===== src/design/fpt_defines.svh =====
// constants for the fan power and tachometer controller: offsets, fields, resets, timing
// assumes a 100 MHz system clock and a 32-bit AHB-Lite register bus
`ifndef FPT_DEFINES_SVH
`define FPT_DEFINES_SVH

// register byte offsets
`define FPT_REG_CTRL 6'h00
`define FPT_REG_POWER 6'h04
`define FPT_REG_GLITCH 6'h08
`define FPT_REG_PPR 6'h0c
`define FPT_REG_STATUS 6'h10
`define FPT_REG_RAW0 6'h20
`define FPT_REG_RPM0 6'h30

// field sizes
`define FPT_NFAN 4
`define FPT_DUTY_W 7
`define FPT_RAW_W 16
`define FPT_RPM_W 24
`define FPT_GLT_W 24

// reset values
`define FPT_RST_REP_EN 4'h0
`define FPT_RST_GLITCH 24'h000000
`define FPT_RST_PPR 8'h55
`define FPT_FULL_POWER 7'h64

// timing
`define FPT_CLK_HZ 100000000
`define FPT_PWM_HZ 18
`define FPT_PWM_STEPS 100
`define FPT_WIN_MS 125
`define FPT_GAP_MS 500
`define FPT_PRESCALE (`FPT_CLK_HZ / (`FPT_PWM_HZ * `FPT_PWM_STEPS))
`define FPT_WIN_CYC ((`FPT_CLK_HZ / 1000) * `FPT_WIN_MS)
`define FPT_GAP_CYC ((`FPT_CLK_HZ / 1000) * `FPT_GAP_MS)

`endif


===== src/design/fpt_pkg.sv =====
// types for the fan power and tachometer controller
// assumes fpt_defines.svh is on the include path
`include "fpt_defines.svh"

package fpt_pkg;

    // power-up phase, one-hot
    typedef enum logic [1:0] {
        FPT_SEQ = 2'b01,
        FPT_RUN = 2'b10
    } fpt_phase_t;

    // whole state of the controller
    typedef struct packed {
        fpt_phase_t phase;
        logic [15:0] prs;
        logic [6:0] step;
        logic [3:0][6:0] duty;
        logic [3:0] rep_en;
        logic [3:0][1:0] ppr;
        logic [23:0] glitch;
        logic [3:0][15:0] raw;
        logic [3:0][23:0] rpm;
        logic [1:0] idx;
        logic [31:0] win;
        logic [15:0] pulses;
        logic [1:0] str_edges;
        logic [23:0] glt_cnt;
        logic [3:0] force_on;
        logic [3:0] tach_q;
        logic [3:0] rel;
        logic [2:0] seq;
        logic [31:0] seq_tmr;
        logic [3:0] fan_sw;
        logic ap_valid;
        logic ap_write;
        logic [5:0] ap_addr;
        logic ready;
        logic [31:0] rdata;
    } fpt_state_t;

endpackage


===== src/design/fpt_ctrl.sv =====
// fan power modulation, tachometer measurement and AHB-Lite register slave
// assumes one 100 MHz clock, tach inputs synchronous to it, one AHB master
`timescale 1ns/10ps
`include "fpt_defines.svh"

// Summary of operation
// RULE1 - four independent fan power and tach channels
// RULE2 - power setting 0..100 sets switch duty
// RULE3 - modulation repeats at 18 Hz nominal
// RULE4 - tach averaged over 125 ms window
// RULE5 - fans measured in rotation, 125 ms each
// RULE6 - rpm from pulses-per-rev, raw count too
// RULE7 - reporting fan forced on at window start
// RULE8 - hold until glitch delay and two edges
// RULE9 - stretched pulse ends by 125 ms
// RULE10 - full or long pulses stay unchanged
// RULE11 - boot power, staggered start 0.5 s apart
// RULE12 - prescaled shared counter compared with duty
module fpt_ctrl #(
    parameter int PRESCALE = `FPT_PRESCALE,
    parameter int WIN_CYC = `FPT_WIN_CYC,
    parameter int GAP_CYC = `FPT_GAP_CYC,
    parameter logic [27:0] BOOT_POWER = {4{`FPT_FULL_POWER}}
) (
    // clock and reset
    input wire logic hclk,
    input wire logic hresetn,
    // ahb-lite slave
    input wire logic hsel,
    input wire logic [31:0] haddr,
    input wire logic [1:0] htrans,
    input wire logic hwrite,
    input wire logic [2:0] hsize,
    input wire logic [31:0] hwdata,
    input wire logic hready,
    output logic hreadyout,
    output logic [31:0] hrdata,
    output logic hresp,
    // fans
    input wire logic [3:0] fan_tach,
    output logic [3:0] fan_switch
);
    import fpt_pkg::*;

    fpt_state_t cur; // registered state
    fpt_state_t nxt; // next state

    // rpm from pulses in a 1/8 s window: hz = p*8, rpm = hz*60/ppr
    function automatic logic [23:0] fpt_rpm(input logic [15:0] p, input logic [1:0] code);
        logic [23:0] w;
        w = 24'(p);
        case (code)
            2'd0: fpt_rpm = 24'(w * 24'd480);
            2'd1: fpt_rpm = 24'(w * 24'd240);
            2'd2: fpt_rpm = 24'(w * 24'd160);
            default: fpt_rpm = 24'(w * 24'd120);
        endcase
    endfunction

    // clamp a written power byte to full scale
    function automatic logic [6:0] fpt_clamp(input logic [7:0] b);
        if (b > 8'h64) begin
            fpt_clamp = `FPT_FULL_POWER;
        end else begin
            fpt_clamp = b[6:0];
        end
    endfunction

    // next-state logic for every part of the block
    always_comb begin
        logic [3:0] pwm_on;
        logic [3:0] tach_rise;
        logic [3:0] tach_edge;
        logic win_last;
        logic [1:0] nidx;
        logic [15:0] fin_cnt; // pulse count including this cycle's edge
        pwm_on = '0;
        tach_rise = fan_tach & ~cur.tach_q;
        tach_edge = fan_tach ^ cur.tach_q;
        win_last = (cur.win == 32'(WIN_CYC - 1));
        nidx = cur.idx + 2'd1;
        // every window cycle counts, the last one too, so no edge is lost
        fin_cnt = cur.pulses;
        if (tach_rise[cur.idx] && cur.pulses != 16'hffff) begin
            fin_cnt = cur.pulses + 16'd1;
        end
        nxt = cur;
        nxt.tach_q = fan_tach;

        // shared period counter, advanced by a prescaler
        if (cur.prs == 16'(PRESCALE - 1)) begin // RULE12
            nxt.prs = '0;
            if (cur.step == 7'(`FPT_PWM_STEPS - 1)) begin // RULE3
                nxt.step = '0;
            end else begin
                nxt.step = cur.step + 7'd1;
            end
        end else begin
            nxt.prs = cur.prs + 16'd1;
        end

        // per-channel compare: on while counter is below the duty
        for (int i = 0; i < `FPT_NFAN; i++) begin // RULE1
            pwm_on[i] = (cur.step < cur.duty[i]); // RULE2 RULE12
        end

        // measurement window: one fan at a time, 125 ms each
        if (win_last) begin // RULE4
            nxt.win = '0;
            nxt.raw[cur.idx] = fin_cnt; // RULE6
            nxt.rpm[cur.idx] = fpt_rpm(fin_cnt, cur.ppr[cur.idx]); // RULE6
            nxt.force_on[cur.idx] = 1'b0; // RULE9
            nxt.idx = nidx; // RULE5
            nxt.pulses = '0;
        end else begin
            nxt.win = cur.win + 32'd1;
            nxt.pulses = fin_cnt;
        end

        // stretch: force on at window start for reporting fans
        if (cur.win == 32'd0) begin
            nxt.str_edges = '0;
            nxt.glt_cnt = cur.glitch;
            nxt.force_on[cur.idx] = cur.rep_en[cur.idx]; // RULE7
        end else if (!win_last && cur.force_on[cur.idx]) begin
            if (cur.glt_cnt != '0) begin
                nxt.glt_cnt = cur.glt_cnt - 24'd1;
            end
            if (tach_edge[cur.idx] && cur.str_edges != 2'd2) begin
                nxt.str_edges = cur.str_edges + 2'd1;
            end
            // release once the delay ran out and two edges were seen
            if (cur.glt_cnt == '0 && cur.str_edges == 2'd2) begin // RULE8
                nxt.force_on[cur.idx] = 1'b0;
            end
        end

        // power-up: release fans in order, a gap between fans that are on
        case (cur.phase)
            FPT_SEQ: begin
                if (cur.seq == 3'd4) begin
                    nxt.phase = FPT_RUN;
                end else if (cur.duty[cur.seq[1:0]] == '0) begin
                    // an off fan draws no current, so it takes no gap
                    nxt.rel[cur.seq[1:0]] = 1'b1;
                    nxt.seq = cur.seq + 3'd1;
                end else if (cur.seq_tmr == '0) begin // RULE11
                    nxt.rel[cur.seq[1:0]] = 1'b1;
                    nxt.seq = cur.seq + 3'd1;
                    nxt.seq_tmr = 32'(GAP_CYC - 1);
                end else begin
                    nxt.seq_tmr = cur.seq_tmr - 32'd1;
                end
            end
            FPT_RUN: begin
                nxt.rel = 4'hf;
            end
            default: begin
                nxt.phase = FPT_RUN;
            end
        endcase

        // switch drive: the override only adds on-time, never removes it
        nxt.fan_sw = cur.rel & (pwm_on | cur.force_on); // RULE10

        // ahb-lite: take the address phase, answer after one wait state
        nxt.ap_valid = 1'b0;
        nxt.ready = 1'b1;
        if (hsel && htrans[1] && hready) begin
            nxt.ap_valid = 1'b1;
            nxt.ap_write = hwrite;
            nxt.ap_addr = haddr[5:0];
            nxt.ready = 1'b0;
        end
        if (cur.ap_valid) begin
            nxt.rdata = '0;
            if (cur.ap_write) begin
                case (cur.ap_addr)
                    `FPT_REG_CTRL: begin
                        nxt.rep_en = hwdata[3:0];
                    end
                    `FPT_REG_POWER: begin
                        for (int i = 0; i < `FPT_NFAN; i++) begin
                            nxt.duty[i] = fpt_clamp(hwdata[8*i +: 8]); // RULE2
                        end
                    end
                    `FPT_REG_GLITCH: begin
                        nxt.glitch = hwdata[23:0];
                    end
                    `FPT_REG_PPR: begin
                        nxt.ppr = hwdata[7:0];
                    end
                    default: begin
                        // read-only or unmapped: write ignored
                    end
                endcase
            end else begin
                case (cur.ap_addr)
                    `FPT_REG_CTRL: nxt.rdata = {28'h0, cur.rep_en};
                    `FPT_REG_POWER: nxt.rdata = {1'b0, cur.duty[3], 1'b0, cur.duty[2],
                                                 1'b0, cur.duty[1], 1'b0, cur.duty[0]};
                    `FPT_REG_GLITCH: nxt.rdata = {8'h0, cur.glitch};
                    `FPT_REG_PPR: nxt.rdata = {24'h0, cur.ppr};
                    `FPT_REG_STATUS: nxt.rdata = {18'h0, cur.idx, cur.fan_sw, cur.force_on, cur.rel};
                    6'h20, 6'h24, 6'h28, 6'h2c: nxt.rdata = {16'h0, cur.raw[cur.ap_addr[3:2]]};
                    6'h30, 6'h34, 6'h38, 6'h3c: nxt.rdata = {8'h0, cur.rpm[cur.ap_addr[3:2]]};
                    default: nxt.rdata = '0;
                endcase
            end
        end
    end

    // one register bank for all state
    always_ff @(posedge hclk or negedge hresetn) begin
        if (!hresetn) begin
            cur <= '0;
            cur.phase <= FPT_SEQ;
            cur.duty <= BOOT_POWER; // RULE11
            cur.rep_en <= `FPT_RST_REP_EN;
            cur.glitch <= `FPT_RST_GLITCH;
            cur.ppr <= `FPT_RST_PPR;
            cur.ready <= 1'b1;
            // tach lines idle on their pull-ups: avoids a false edge after reset
            cur.tach_q <= 4'hf;
        end else begin
            cur <= nxt;
        end
    end

    // outputs straight from flip-flops, hresp tied low
    assign hreadyout = cur.ready;
    assign hrdata = cur.rdata;
    assign hresp = 1'b0;
    assign fan_switch = cur.fan_sw;

endmodule


===== config.mk =====
export PLATFORM = sky130hd
export DESIGN_NAME = fpt_ctrl
export DESIGN_NICKNAME = d
export VERILOG_FILES = /design/src/design/fpt_pkg.sv /design/src/design/fpt_ctrl.sv
export VERILOG_INCLUDE_DIRS = /design/src /design/src/design
export SDC_FILE = /design/constraint.sdc
export NUM_CORES = 1
export LEC_CHECK = 0
export BUFFER_PORTS_ARGS = -buffer_cell sky130_fd_sc_hd__buf_4
export CORE_MARGIN = 3
export CORE_UTILIZATION = 40
export CTS_CLUSTER_DIAMETER = 40
export DETAILED_ROUTE_END_ITERATION = 10
export GPL_TIMING_DRIVEN = 0
export PLACE_DENSITY_LB_ADDON = 0.2
export REMOVE_ABC_BUFFERS = 1
export SETUP_SLACK_MARGIN = 0.02
export SLEW_MARGIN = 40
export SYNTH_ARGS = -nofsm -noshare
export SYNTH_HDL_FRONTEND = slang
export SYNTH_SLANG_ARGS = --single-unit

===== constraint.sdc =====
create_clock -name hclk -period 5.49 [get_ports hclk]
set_input_delay 0 -clock hclk [delete_from_list [all_inputs] [get_ports hclk]]
set_output_delay 0 -clock hclk [all_outputs]
set_load 0.01 [all_outputs]

==> run metrics <==
VDD IR max between 0.4 and 0.5 mV; ANT nets after route 0; Synth Instances 2,201; reg-to-reg startpoint cur[85]$_DFF_PN1_; clk root buf clkbuf_16; Area after DPL 0.0239 sq mm; Yosys warnings 0; flops & latches, synth 404; row cnt 86; initial antenna violation count 0; CTS Buf Count 75; initial DRC count 1,218; number of synthesized flops with an enable pin 0; GR Overflow Total 0; CP Max Fanout 4; Syn Area/Cell 10.2 sq um; Critical Path Start cur[85]$_DFF_PN1_; routability cong. 0.821; I/O Buffers 83; Worst Clk Skew 36.7 ps; Synth area leaders dfrtp_1, ha_1, mux2_2; largest net degree at the start of global routing 77; dominant synthesized flop cell dfrtp_1; all-layer global routing usage between 20% and 30%; crit-path max cell delay 600 ps; # diodes 0; Final Hold Slack slightly above 70 ps; Final Slew Violations 0; final period utilization a little over nine tenths; max_cap viols 0; Die X-Extent 243 microns; CTS tree built; nature of the critical path endpoint flop; first-pass GRT wire length around 97,000 microns; CP arrival slightly below 6000 ps; Worst slew margin 44.4%; critical path class flop to flop; vias 17.0k; io pins 116; sequential area share after synthesis 45.2%; status completed; RSZ-0062 raised after global routing true; Synth Cell Area 0.0224 sq mm; full die area slightly below 0.06 sq mm; slowest cell on the critical path mux4_2; Worst-path clk slew approximately 50 ps; Distinct cells, synth 82; non-filler instance count after layout 3,166; DP Wirelength between 40,000 and 50,000 microns; first drt pass iteration count 8; FILL cells 4,933; WL final 60,200 microns; ys async rst share 100%; final hold vios 0; vias in the first global route 17.4k; CP required just under 6000 ps; Leak around 0.013 uW; min Tclk post-route 5420 ps; hold wc startpoint fan_tach[2]; core area 0.0553 sq mm; Wirelength per Cell 19.0 microns; most common cell in the netlist dfrtp_1; largest area contributor in the netlist dfrtp_1; worst hold path type primary input to flop; flip-flop and latch area 0.0102 sq mm; Initial Util 40.6%; placed insts 2,922; worst-path cell chain inv_1, ha_2, mux4_2, nand2_4, buf_12, mux2i_4, xnor2_4, ha_4, fa_1, ha_1, a211o_1, a2111oi_4, nor2_2, a41oi_2, xnor2_2, a222oi_1, o31ai_2, mux2_4; routed vias/inst between 5 and 6; worst skew pair latency ~600 ps; CTS Sinks around 400; layout cell share with drive strength beyond 1 22.6%; startpoint types flop; setup violators final 0; nets@finish 2,561; area delta synth->final 24.8%; synth cell count leaders dfrtp_1, nor2_1, nand2_1; P per Cell Area 385 mW/mm^2; CTS H-tree lvls 3; Fmax around 180 MHz; DIE HEIGHT 243 microns; Buf+Inv Stages, Crit Path 2; # DRC 0; multi-input logic area 0.0118 sq mm; share of the synthesized area in the top cell type a little over two fifths; Finished Cell Area 0.0280 sq mm; crit-path leading delay family compound AO/OA/AOI/OAI gates; clk buf depth 3; Worst Max-Slew Pin Slew 830 ps
==> layer usage <==
layer	wire [microns]	up-vias	global-route usage, %
met1	27700	8464	28.0
met5	0	-	0
met3	2680	95	3.25
met2	28600	362	33.8
met4	1220	0	5.57
li1	-	8080	-
==> path summary, 6_finish.rpt <==
| path | end | slack (ps) | cells past startpoint |
|---|---|---|---|
| worst max-delay path | cur[209]$_DFFE_PN0P_ | 70 | 18 |
| worst min-delay path | cur[86]$_DFF_PN1_ | 70 | 2 |
| worst max register to register | cur[209]$_DFFE_PN0P_ | 70 | 18 |
| worst min register to register | cur[211]$_DFFE_PN0P_ | 470 | 2 |
| max in group asynchronous | hreadyout$_DFF_PN1_ | 3320 | 7 |
| min in group asynchronous | cur[315]$_DFFE_PN0P_ | 430 | 3 |
==> power breakdown <==
| group | total (uW) | internal [uW] | switching, uW |
|---|---|---|---|
| combinational | 2940 | 1290 | 1650 |
| clock | 4600 | 2970 | 1630 |
| sequential | 3240 | 3090 | 146 |
| total | 10800 | 7340 | 3430 |
==> layout make-up <==
class                           count  area share (%)
Tap cell                          748            3.34
Timing Repair Buffer              213            7.37
Clock buffer                       89            7.14
Multi-Input combinational cell   1522            42.0
Inverter                          146            1.98
Clock inverter                     44            1.91
Sequential cell                   404            36.3
==> through the flow <==
step | setup slack, ps | util (%) | total power (uW) | setup TNS, ps
6_report | 68.6 | 50.6 | 10800 | 0
5_1_grt | -88.6 | 50.6 | 11400 | -958
3_5_place_dp | -1050 | 43.2 | 5780 | -37380
2_1_floorplan | 109 | - | 5030 | 0
3_3_place_gp | -1490 | 42.2 | 5690 | -128490
4_1_cts | -18.6 | 49.9 | 10600 | -18.6
==> placed cells by master, fill, tap and decap left out, types with 23 or more instances in the layout <==
master,instances
dfrtp_1,374
nor2_1,199
nand2_1,197
a21oi_1,145
inv_1,137
buf_4,125
o21ai_0,89
ha_1,89
mux2_2,81
clkbuf_16,76
xnor2_1,65
dlygate4sd3_1,65
xor2_1,53
mux4_2,44
nand3_1,42
a22o_1,31
a21o_1,29
nor4_1,27
nor3_1,27
o22ai_1,24
nand4_1,23
==> logic make-up (layout without fill, tap and decap cells) <==
logic type	count (synthesis)	after routing	share of synthesized area [%]
muxes	146	146	9.45
xor gates and xnor gates	140	140	5.93
and+or+nand+nor	650	650	13.8
adders and majority gates	122	122	7.39
buffers and inverters	276	492	5.36
AOI/OAI and AO/OA	462	462	12.9
DFF	404	404	45.2
other	1	2	0.0167
==> registers in the layout, summed over array words and instances (netlist names) <==
signal      cells
cur           368
hreadyout       1
fan_switch      4
hrdata         31
==> repair_timing <==
action,CTS,global route
resized for setup,38,59
hold buffers,66,0
pin swaps,16,29
buffers inserted,28,17
endpoints found under the setup margin,56,45
endpoints found under the hold margin,267,0
No activity file was read; power rests on OpenSTA's default activity.
